[config.mk]
export PLATFORM = sky130hd
export DESIGN_NAME = tfrc_regs
export DESIGN_NICKNAME = d
export VERILOG_FILES = /design/src/rtl/tfrc_trig_sel.v /design/src/rtl/tfrc_regs.v
export VERILOG_INCLUDE_DIRS = /design/src /design/src/rtl
export SDC_FILE = /design/constraint.sdc
export NUM_CORES = 1
export LEC_CHECK = 0
export ABC_AREA = 0
export BUFFER_PORTS_ARGS = -buffer_cell sky130_fd_sc_hd__buf_2
export CAP_MARGIN = 20
export CORE_MARGIN = 4
export CORE_UTILIZATION = 45
export CTS_CLUSTER_SIZE = 25
export DETAILED_ROUTE_END_ITERATION = 12
export GPL_ROUTABILITY_DRIVEN = 0
export HOLD_SLACK_MARGIN = 0.05
export PLACE_DENSITY = 0.75
export SYNTH_ARGS = -nofsm -noshare
export SYNTH_HDL_FRONTEND = slang
export SYNTH_SLANG_ARGS = --single-unit
[constraint.sdc]
create_clock -name ref_clk -period 3.05 [get_ports ref_clk]
set_clock_uncertainty 0.1 [all_clocks]
set_input_delay 0.1525 -clock ref_clk [delete_from_list [all_inputs] [get_ports ref_clk]]
set_output_delay 0.1525 -clock ref_clk [all_outputs]
set_load 0.05 [all_outputs]
[src/rtl/tfrc_defs.vh]
// Constants of the exposure trigger and frame rate limit register bank.
// Assumes byte offsets on the camera's register port and documented bit n
// mapping to vector index 31-n (bit 0 is the most significant bit).
`ifndef TFRC_DEFS_VH
`define TFRC_DEFS_VH

// Register byte offsets.
`define TFRC_ADDR_W            12
`define TFRC_OFS_TRIG          12'h830
`define TFRC_OFS_RATE          12'h83C

// Common feature fields.
`define TFRC_PRESENCE_BIT      31
`define TFRC_ABS_BIT           30
`define TFRC_ONE_PUSH_BIT      26
`define TFRC_ON_OFF_BIT        25
`define TFRC_AUTO_BIT          24

// Trigger register fields.
`define TFRC_POL_BIT           24
`define TFRC_SRC_HI            23
`define TFRC_SRC_LO            21
`define TFRC_MODE_HI           19
`define TFRC_MODE_LO           16

// Frame rate register fields.
`define TFRC_VAL_HI            11
`define TFRC_VAL_LO            0

// Reset values.
`define TFRC_RST_TRIG_ON       1'b0
`define TFRC_RST_POL           1'b1
`define TFRC_RST_SRC           3'h0
`define TFRC_RST_MODE          4'h0
`define TFRC_RST_RATE_ON       1'b0
`define TFRC_RST_RATE_VAL      12'hFFF

// Field encodings.
`define TFRC_SRC_PORT3         3'h3
`define TFRC_SRC_SOFT          3'h7
`define TFRC_MODE_PROG         4'h0
`define TFRC_MODE_LEVEL        4'h1
`define TFRC_RATE_MIN          12'h001

`endif

[src/rtl/tfrc_trig_sel.v]
// Trigger origin selector and edge sense for the exposure trigger.
// Assumes trigger pins and the software strobe are synchronous to ref_clk.
`timescale 1ns/1ps
`include "tfrc_defs.vh"

module tfrc_trig_sel #(
  parameter N_PORTS = 4
) (
  input  wire               ref_clk,
  input  wire               arst_n,
  input  wire               trig_on,
  input  wire               trig_pol,
  input  wire [2:0]         trig_src,
  input  wire [3:0]         trig_mode,
  input  wire [N_PORTS-1:0] trig_pin,
  input  wire               soft_trig,
  output reg                exp_start,
  output reg                exp_level
);

  reg  active_d;
  wire hw_sel;
  wire pin_raw;
  wire pin_act;

  //////////////////////////////////////////////////////////////////////////
  // (RL2) origin selection
  assign hw_sel  = (trig_src <= `TFRC_SRC_PORT3);
  assign pin_raw = hw_sel ? trig_pin[trig_src[1:0]] : 1'b0;
  // (RL1) (RL15) edge sense
  // The sense is applied only to a pin; the software strobe is always taken as active high.
  assign pin_act = hw_sel & ~(pin_raw ^ trig_pol);

  //////////////////////////////////////////////////////////////////////////
  always @(posedge ref_clk or negedge arst_n) begin
    if (!arst_n) begin
      active_d  <= 1'b0;
      exp_start <= 1'b0;
      exp_level <= 1'b0;
    end else begin
      active_d <= pin_act;
      // (RL14) trigger on/off
      if (!trig_on) begin
        exp_start <= 1'b0;
        exp_level <= 1'b0;
      end else if (trig_src == `TFRC_SRC_SOFT) begin
        // (RL4) soft is programmable
        exp_start <= soft_trig;
        exp_level <= 1'b0;
      end else begin
        exp_start <= pin_act & ~active_d;
        // (RL3) level mode exposure
        exp_level <= (trig_mode == `TFRC_MODE_LEVEL) & pin_act;
      end
    end
  end

endmodule

[src/rtl/tfrc_regs.v]
// Exposure trigger control and frame rate limit feature registers.
// Assumes a register port already decoded from the camera's serial bus:
// one-cycle read and write strobes carrying a byte offset and a quadlet.
//
// Overview of operation
// (RL1) Edge sense 0 means pin active low, 1 active high; resets to 1.
// (RL2) Origin field codes 0..3 pick pins 0..3, code 7 software; resets 0.
// (RL3) Behaviour field 0 is programmable, 1 is level exposure; resets 0.
// (RL4) Software must use programmable behaviour with the software origin.
// (RL5) Software ignores trigger bits 11, 16..19 and 20..31.
// (RL6) Frame rate presence bit always reads 1, read-only.
// (RL7) Frame rate absolute-control bit always reads 0, read-only.
// (RL8) Frame rate single-shot adjust bit always reads 0, read-only.
// (RL9) Frame rate enable resets 0; limit acts only in scalable format.
// (RL10) Frame rate auto bit always reads 0, meaning manual control.
// (RL11) Frame rate value 1..4095 in tenths of fps; resets to 4095.
// (RL12) Programmed rate applies only when below the constraint rate.
// (RL13) Value writes are taken only while the enable bit is 1.
// (RL14) Trigger on/off bit switches triggered exposure; resets 0.
// (RL15) Edge sense applies only to a hardware pin origin.
// (RL16) Out-of-range settings raise a feature error; capture goes on.
// (RL17) Writes to read-only and reserved fields are ignored.
`timescale 1ns/1ps
`include "tfrc_defs.vh"

module tfrc_regs #(
  parameter N_PORTS = 4,
  parameter RATE_W  = 12
) (
  input  wire                    ref_clk,
  input  wire                    arst_n,
  input  wire                    reg_wr,
  input  wire                    reg_rd,
  input  wire [`TFRC_ADDR_W-1:0] reg_addr,
  input  wire [31:0]             reg_wdata,
  output reg  [31:0]             reg_rdata,
  output reg                     reg_rvalid,
  output reg                     reg_wack,
  input  wire                    fmt_scalable,
  input  wire [RATE_W-1:0]       constraint_rate,
  input  wire [N_PORTS-1:0]      trig_pin,
  input  wire                    soft_trig,
  output wire                    exp_start,
  output wire                    exp_level,
  output reg  [RATE_W-1:0]       eff_rate,
  output reg                     rate_limited,
  output reg                     trig_err,
  output reg                     rate_err
);

  //////////////////////////////////////////////////////////////////////////
  // Stored fields.

  reg               trig_on;
  reg               trig_pol;
  reg  [2:0]        trig_src;
  reg  [3:0]        trig_mode;
  reg               rate_on;
  reg  [RATE_W-1:0] rate_val;

  wire              hit_trig;
  wire              hit_rate;
  wire              wr_trig;
  wire              wr_rate;
  wire [2:0]        w_src;
  wire [3:0]        w_mode;
  wire [RATE_W-1:0] w_val;
  wire              w_rate_on;
  reg  [31:0]       next_rdata;
  reg  [RATE_W-1:0] next_eff_rate;
  reg               next_rate_limited;

  //////////////////////////////////////////////////////////////////////////
  // Range checks, shared by the error flags.

  // A source code 4..6 names no origin; level behaviour needs a pin.
  function trig_bad;
    input [2:0] src;
    input [3:0] mode;
    begin
      trig_bad = ((src > `TFRC_SRC_PORT3) && (src != `TFRC_SRC_SOFT)) ||
                 (mode > `TFRC_MODE_LEVEL) ||
                 ((src == `TFRC_SRC_SOFT) && (mode != `TFRC_MODE_PROG));
    end
  endfunction

  function rate_bad;
    input [RATE_W-1:0] val;
    begin
      rate_bad = (val < `TFRC_RATE_MIN);
    end
  endfunction

  //////////////////////////////////////////////////////////////////////////
  // Address decode.

  assign hit_trig  = (reg_addr == `TFRC_OFS_TRIG);
  assign hit_rate  = (reg_addr == `TFRC_OFS_RATE);
  assign wr_trig   = reg_wr & hit_trig;
  assign wr_rate   = reg_wr & hit_rate;
  assign w_src     = reg_wdata[`TFRC_SRC_HI:`TFRC_SRC_LO];
  assign w_mode    = reg_wdata[`TFRC_MODE_HI:`TFRC_MODE_LO];
  assign w_val     = reg_wdata[`TFRC_VAL_HI:`TFRC_VAL_LO];
  assign w_rate_on = reg_wdata[`TFRC_ON_OFF_BIT];

  //////////////////////////////////////////////////////////////////////////
  // Trigger register writes.

  always @(posedge ref_clk or negedge arst_n) begin
    if (!arst_n) begin
      // (RL14) trigger off reset
      trig_on   <= `TFRC_RST_TRIG_ON;
      // (RL1) sense reset high
      trig_pol  <= `TFRC_RST_POL;
      // (RL2) origin reset port0
      trig_src  <= `TFRC_RST_SRC;
      // (RL3) behaviour reset programmable
      trig_mode <= `TFRC_RST_MODE;
    end else if (wr_trig) begin
      // (RL17) only writable fields stored
      // Bits 11 and 16..31 are dropped here, so they always read zero.
      trig_on   <= reg_wdata[`TFRC_ON_OFF_BIT];
      trig_pol  <= reg_wdata[`TFRC_POL_BIT];
      trig_src  <= w_src;
      trig_mode <= w_mode;
    end
  end

  //////////////////////////////////////////////////////////////////////////
  // Frame rate register writes.

  always @(posedge ref_clk or negedge arst_n) begin
    if (!arst_n) begin
      // (RL9) enable reset zero
      rate_on  <= `TFRC_RST_RATE_ON;
      // (RL11) value reset 4095
      rate_val <= `TFRC_RST_RATE_VAL;
    end else if (wr_rate) begin
      // (RL9) enable bit write
      rate_on <= w_rate_on;
      // (RL13) value gated by enable
      // The enable carried in the same quadlet decides, so one write can
      // both switch the limit on and load its value.
      if (w_rate_on) begin
        rate_val <= w_val;
      end
    end
  end

  //////////////////////////////////////////////////////////////////////////
  // Read data.

  always @* begin
    next_rdata = 32'h0000_0000;
    if (hit_trig) begin
      next_rdata[`TFRC_PRESENCE_BIT]            = 1'b1;
      next_rdata[`TFRC_ON_OFF_BIT]              = trig_on;
      next_rdata[`TFRC_POL_BIT]                 = trig_pol;
      next_rdata[`TFRC_SRC_HI:`TFRC_SRC_LO]     = trig_src;
      next_rdata[`TFRC_MODE_HI:`TFRC_MODE_LO]   = trig_mode;
    end else if (hit_rate) begin
      // (RL6) presence reads one
      next_rdata[`TFRC_PRESENCE_BIT]            = 1'b1;
      // (RL7) abs control zero
      next_rdata[`TFRC_ABS_BIT]                 = 1'b0;
      // (RL8) one push zero
      next_rdata[`TFRC_ONE_PUSH_BIT]            = 1'b0;
      next_rdata[`TFRC_ON_OFF_BIT]              = rate_on;
      // (RL10) manual mode only
      next_rdata[`TFRC_AUTO_BIT]                = 1'b0;
      next_rdata[`TFRC_VAL_HI:`TFRC_VAL_LO]     = rate_val;
    end
  end

  always @(posedge ref_clk or negedge arst_n) begin
    if (!arst_n) begin
      reg_rdata  <= 32'h0000_0000;
      reg_rvalid <= 1'b0;
      reg_wack   <= 1'b0;
    end else begin
      reg_rvalid <= reg_rd;
      reg_wack   <= reg_wr;
      // Data holds between reads so a slow bus side may sample it late.
      if (reg_rd) begin
        reg_rdata <= next_rdata;
      end
    end
  end

  //////////////////////////////////////////////////////////////////////////
  // Effective frame rate.

  always @* begin
    next_eff_rate     = constraint_rate;
    next_rate_limited = 1'b0;
    // (RL9) limit in scalable format
    // (RL12) lower rate governs
    if (rate_on && fmt_scalable && (rate_val < constraint_rate)) begin
      next_eff_rate     = rate_val;
      next_rate_limited = 1'b1;
    end
  end

  always @(posedge ref_clk or negedge arst_n) begin
    if (!arst_n) begin
      eff_rate     <= {RATE_W{1'b0}};
      rate_limited <= 1'b0;
    end else begin
      eff_rate     <= next_eff_rate;
      rate_limited <= next_rate_limited;
    end
  end

  //////////////////////////////////////////////////////////////////////////
  // Feature error flags.

  // The flags are registered from the stored settings, so each one changes
  // one cycle after a register is written and clears one cycle after a legal setting is stored.
  always @(posedge ref_clk or negedge arst_n) begin
    if (!arst_n) begin
      trig_err <= 1'b0;
      rate_err <= 1'b0;
    end else begin
      // (RL16) range error flags
      // (RL4) soft needs programmable
      trig_err <= trig_bad(trig_src, trig_mode);
      rate_err <= rate_bad(rate_val);
    end
  end

  //////////////////////////////////////////////////////////////////////////
  // Trigger path.

  // (RL16) capture continues on error
  // An out-of-range setting is still passed on; the selector simply finds
  // no pin for an unused origin code.
  tfrc_trig_sel #(
    .N_PORTS (N_PORTS)
  ) u_trig_sel (
    .ref_clk   (ref_clk),
    .arst_n    (arst_n),
    .trig_on   (trig_on),
    .trig_pol  (trig_pol),
    .trig_src  (trig_src),
    .trig_mode (trig_mode),
    .trig_pin  (trig_pin),
    .soft_trig (soft_trig),
    .exp_start (exp_start),
    .exp_level (exp_level)
  );

endmodule

# Word-level counts from Yosys, hierarchy flattened

Index checks and enable logic that the tools add are counted.

Bits in registers: 66
Output and inout bits: 51
Word-level logic and storage cells: 61

Order comparisons: 6
Equality and inequality tests: 5
Multiplexer cells: 18
Bitwise operators: 8
Reductions and logical operators: 8

Operator list:

| operator               | count |
|---|---|
| $mux W12               | 3 |
| $eq A12 B12 Y1 const B | 2 |
| $lt A12 B1 Y1 const B  | 1 |
| $lt A12 B12 Y1         | 1 |
| $mux W1                | 9 |
| $mux W2                | 3 |
| $and A1 B1 Y1          | 5 |
| $eq A4 B1 Y1 const B   | 1 |
| $gt A4 B1 Y1 const B   | 1 |
| $logic_and A1 B1 Y1    | 4 |
| $mux W4                | 1 |
| $reduce_bool A4 Y1     | 1 |
| $eq A3 B3 Y1 const B   | 1 |
| $gt A3 B2 Y1 const B   | 1 |
| $le A3 B2 Y1 const B   | 1 |
| $lt A2 B3 Y1 const B   | 1 |
| $mux W3                | 1 |
| $ne A3 B3 Y1 const B   | 1 |
| $bmux W1 S2            | 1 |
| $logic_or A1 B1 Y1     | 2 |
| $not A1 Y1             | 2 |
| $reduce_and A2 Y1      | 1 |
| $xor A1 B1 Y1          | 1 |

# Longest topological paths before layout

Depth in word-level cells: 9
Gate-level depth with buffers: 9

# Hierarchy

Synthesis repeated with hierarchy kept, for this count alone.

Cell total of the unflattened synthesis: 295
Area, all modules: 3293.2 um^2

Modules (own cells, without submodules):

| module        | instances | cells each | area each (um^2) | seq. area each (um^2) |
|---|---|---|---|---|
| tfrc_regs     | 1         | 278        | 3110.5           | 1542.7 |
| tfrc_trig_sel | 1         | 17         | 182.7            | 75.1 |

# Worst setup path after synthesis

OpenSTA, ideal clock, no wires.

Path type: register -> register
Start: reg rate_val[2]
End: reg eff_rate[10]
Library setup time: 0.125 ns
Arrival time: 1.998 ns
Required time: 2.825 ns
Setup slack: 0.828 ns
Cell stages (with the launch flop): 8
Cell sequence: dfstp_2 ha_1 a211oi_1 a2111oi_0 or3_1 clkbuf_1 buf_2 mux2_2

Longest elaborated chain between the ends: 3

RTL lines:

| what                     | RTL line        | text |
|---|---|---|
| start: declaration       | tfrc_regs.v:59  | `reg [RATE_W-1:0] rate_val;` |
| start signal: assignment | tfrc_regs.v:137 | `` rate_val <= `TFRC_RST_RATE_VAL; `` |
| start signal: assignment | tfrc_regs.v:145 | `rate_val <= w_val;` |
| $lt A12 B12 Y1           | tfrc_regs.v:198 | `if (rate_on && fmt_scalable && (rate_val < constraint_rate)) begin` |
| $logic_and A1 B1 Y1      | tfrc_regs.v:198 |  |
| $mux W12                 | tfrc_regs.v:198 |  |
| net next_eff_rate[10]    | tfrc_regs.v:70  | `reg [RATE_W-1:0] next_eff_rate;` |
| end signal: assignment   | tfrc_regs.v:206 | `eff_rate <= {RATE_W{1'b0}};` |
| end signal: assignment   | tfrc_regs.v:209 | `eff_rate <= next_eff_rate;` |
| end: declaration         | tfrc_regs.v:45  | `output reg [RATE_W-1:0] eff_rate,` |

The timed path passes the listed nets, and every way through them passes these cells.
A chain may end at the register's enable or synchronous reset.

# Worst setup path in the final report

Start: in constraint_rate[11]
End: reg eff_rate[0]

Longest elaborated chain between the ends: 3

RTL lines:

| what                 | RTL line        | text |
|---|---|---|
| start: declaration   | tfrc_regs.v:40  | `input wire [RATE_W-1:0] constraint_rate,` |
| $lt A12 B12 Y1       | tfrc_regs.v:198 |  |
| $logic_and A1 B1 Y1  | tfrc_regs.v:198 |  |
| $mux W12             | tfrc_regs.v:198 |  |
| net next_eff_rate[0] | tfrc_regs.v:70  |  |

The timed path passes the listed nets, and every way through them passes these cells.

==> flow_summary.ini <==
[sta]
setup-violations-final = 0
period_needed_ns = 2.55
hold_viol = 0
rsz0062_at_grt = no
slew_headroom = 0.469
slew_violations = 0
fin_crit_sh = 0.835
final.setup.tns_ns = 0
fmax_mhz = 392
worst_pin_slew_ns = 0.797

[floorplan]
die_height_um = 88.7
fp.coreArea_sq_mm = 0.00635
fp-row-count = 29
ios = 117
dieArea_sq_mm = 0.00787
fp.dieW_um = 88.7
start_util = 0.462

[setup_path]
critPathLaunchType = input pin
crit_chain = dlygate4sd3_1 -> buf_2 -> inv_1 -> ha_1 -> nand4_1 -> a2111oi_0 -> or3_1 -> mux2_2
path_class = in2reg
cp_slowest_stage_delay_ns = 0.57
cp.arrival_ns = 2.66
end_kind = flop
cp_max_fo = 13
required_ns = 3.16
critPathSlowestCell = or3_1

[finish]
drive_gt1_frac = 0.411
nets = 466
area_delta_synth_final_pct = 38.0
diodes = 0

[cts]
cts_max_level = 3
cts_sinks = 64
cts_tree = built
cts_made_buffers = 9
clk_latency_ns = 0.33
path_clk_slew_ns = 0.07
cts_resized = 0
root_buffer = clkbuf_8
cts_max_path_buffers = 2

[drt]
vias = 2269
drt_iter0_drc = 66
drc = 0
vias_per_cell = 4.82
avgRoutedWirePerCell_um = 14.7
drt-total-wl_mm = 6.94
ant_nets = 0
first_pass_iters = 4

[synthesis]
synth_area_leaders = dfrtp_1 (44%), dfstp_2 (12%), mux2_2 (9.2%)
synth_top_flop_cell = dfrtp_1
postSynthAreaPerCell_sq_um = 11.6
synthCells = 253
synth_top_area_share = 0.435
synth_edf_count = 0
synth_warnings = 0
yosysUniqueCellTypes = 35
syn_area_sq_mm = 0.00293
yosysSeqAreaShare = 0.552
synth_top_area_cell = dfrtp_1
ys_ff_latch = 64
synth-async-reset-ratio = 1.00

[global_routing]
grt_pass1_wl_mm = 11.1
grt_pass1_vias = 2362
overflow = 0
grt_max_degree = 65
antenna_found_initial = 0
grtUsageTotal = 0.187

[power]
ir_drop_mv = 0.265
finalPower_uw = 1930
p_leak_uw = 0.00208
p_per_area_mw_per_mm2 = 476

[outcome]
status = completed

[hold_path]
hp-class = in2reg

[place]
dp_hpwl_mm = 4.58
io_buffers = 95

[job]
maxCapViolations = 0
Yosys cell counts, types with 2 or more instances:
cell	number
o21ai_0	24
mux2_4	9
nor3_1	2
nand2b_1	2
buf_2	3
nand4_1	3
a21oi_1	2
nor2_1	3
o22ai_1	2
ha_1	11
inv_1	36
a211oi_1	2
dfstp_2	13
nor4_1	4
and3_1	3
nand3_1	4
clkbuf_1	3
dfrtp_1	51
nand2_1	28
buf_4	10
mux2_2	24
per-layer routing:
layer / part of all wire / vias up / global-route usage / wire, um
met3: 0.058 / 14 / 0.0438 / 405
met1: 0.43 / 1073 / 0.238 / 2970
met2: 0.49 / 81 / 0.304 / 3410
met5: 0 / - / 0 / 0
li1: - / 1101 / - / -
met4: 0.021 / 0 / 0.0783 / 148
where the power goes:
part / internal (uW) / total, uW / switching (uW)
combinational: 78.3 / 204 / 126
clock: 550 / 857 / 307
sequential: 861 / 865 / 3.72
total: 1490 / 1930 / 436
critical path: cells and delay by family:
kind | cells | cell delay, ns
buffers and inverters | 3 | 0.70
and+or+nand+nor | 2 | 0.70
AOI/OAI and AO/OA | 1 | 0.41
muxes | 1 | 0.41
adders and majority gates | 1 | 0.28
state kept, by name (all words and copies together) (netlist names), 3 cells and up:
name	flops
trig_mode	4
trig_src	3
eff_rate	12
rate_val	12
reg_rdata	22
through the flow:
stage | worst slack [ns] | utilization | hold WS [ns] | cell area, sq um | cells
final | 0.502 | 0.637 | 0.0687 | 4050 | 471
after global routing | 0.336 | 0.637 | 0.0702 | 4050 | 471
after CTS | 0.519 | 0.637 | 0.0551 | 4050 | 471
after detailed placement | 0.596 | 0.541 | 0.254 | 3430 | 418
after global placement | 0.645 | 0.541 | 0.244 | 3430 | 418
after floorplan | 0.828 | - | -0.243 | 2970 | 262
final cells by class:
type | count | area [sq um]
inverter | 36 | 135
multi-input combinational | 145 | 1100
clock inverter | 2 | 60.1
tap | 77 | 96.3
clock buffer | 14 | 183
timing repair buffer | 133 | 853
sequential | 64 | 1620
fill | 499 | 2300
layout by cell type, fill, tap and decap left out, types with 2 or more instances in the layout:
cell type	n
nand4_1	3
o22ai_1	2
nor3_1	2
a21oi_1	2
nand3_1	4
nor4_1	4
buf_2	95
conb_1	10
inv_1	36
and3_1	3
dfrtp_1	51
dlygate4sd3_1	37
mux2_4	9
nor2_1	3
dfstp_2	13
clkbuf_8	13
o21ai_0	24
nand2b_1	2
a211oi_1	2
bufinv_16	2
nand2_1	28
ha_1	11
mux2_2	24
repair_timing:
action / 4_1_cts / 5_1_grt
hold buffers: 37 / 0
buffers inserted: 0 / 0
setup endpoints to repair: 0 / 0
endpoints found under the hold margin: 86 / 0
path summary, 6_finish.rpt:
path	cells after the start	start	end	slack, ns
max	8	constraint_rate[11]	eff_rate[0]	0.50
max reg2reg	5	rate_val[2]	eff_rate[0]	0.57
min	4	soft_trig	u_trig_sel.exp_start	0.07
min reg2reg	2	trig_mode[1]	reg_rdata[17]	0.41
max in group asynchronous	3	arst_n	rate_on	1.89
min in group asynchronous	3	arst_n	reg_rvalid	0.42
logic make-up after synthesis:
kind of cell    Yosys count  share of synthesized area
flops                    64                      0.552
simple gates             55                      0.102
buf+inv                  53                     0.0845
compound gates           34                     0.0644
mux                      34                      0.146
fa+ha+maj                11                     0.0469
other cells               1                    0.00128
xor+xnor                  1                    0.00299
No activity file was read; power rests on OpenSTA's default activity.
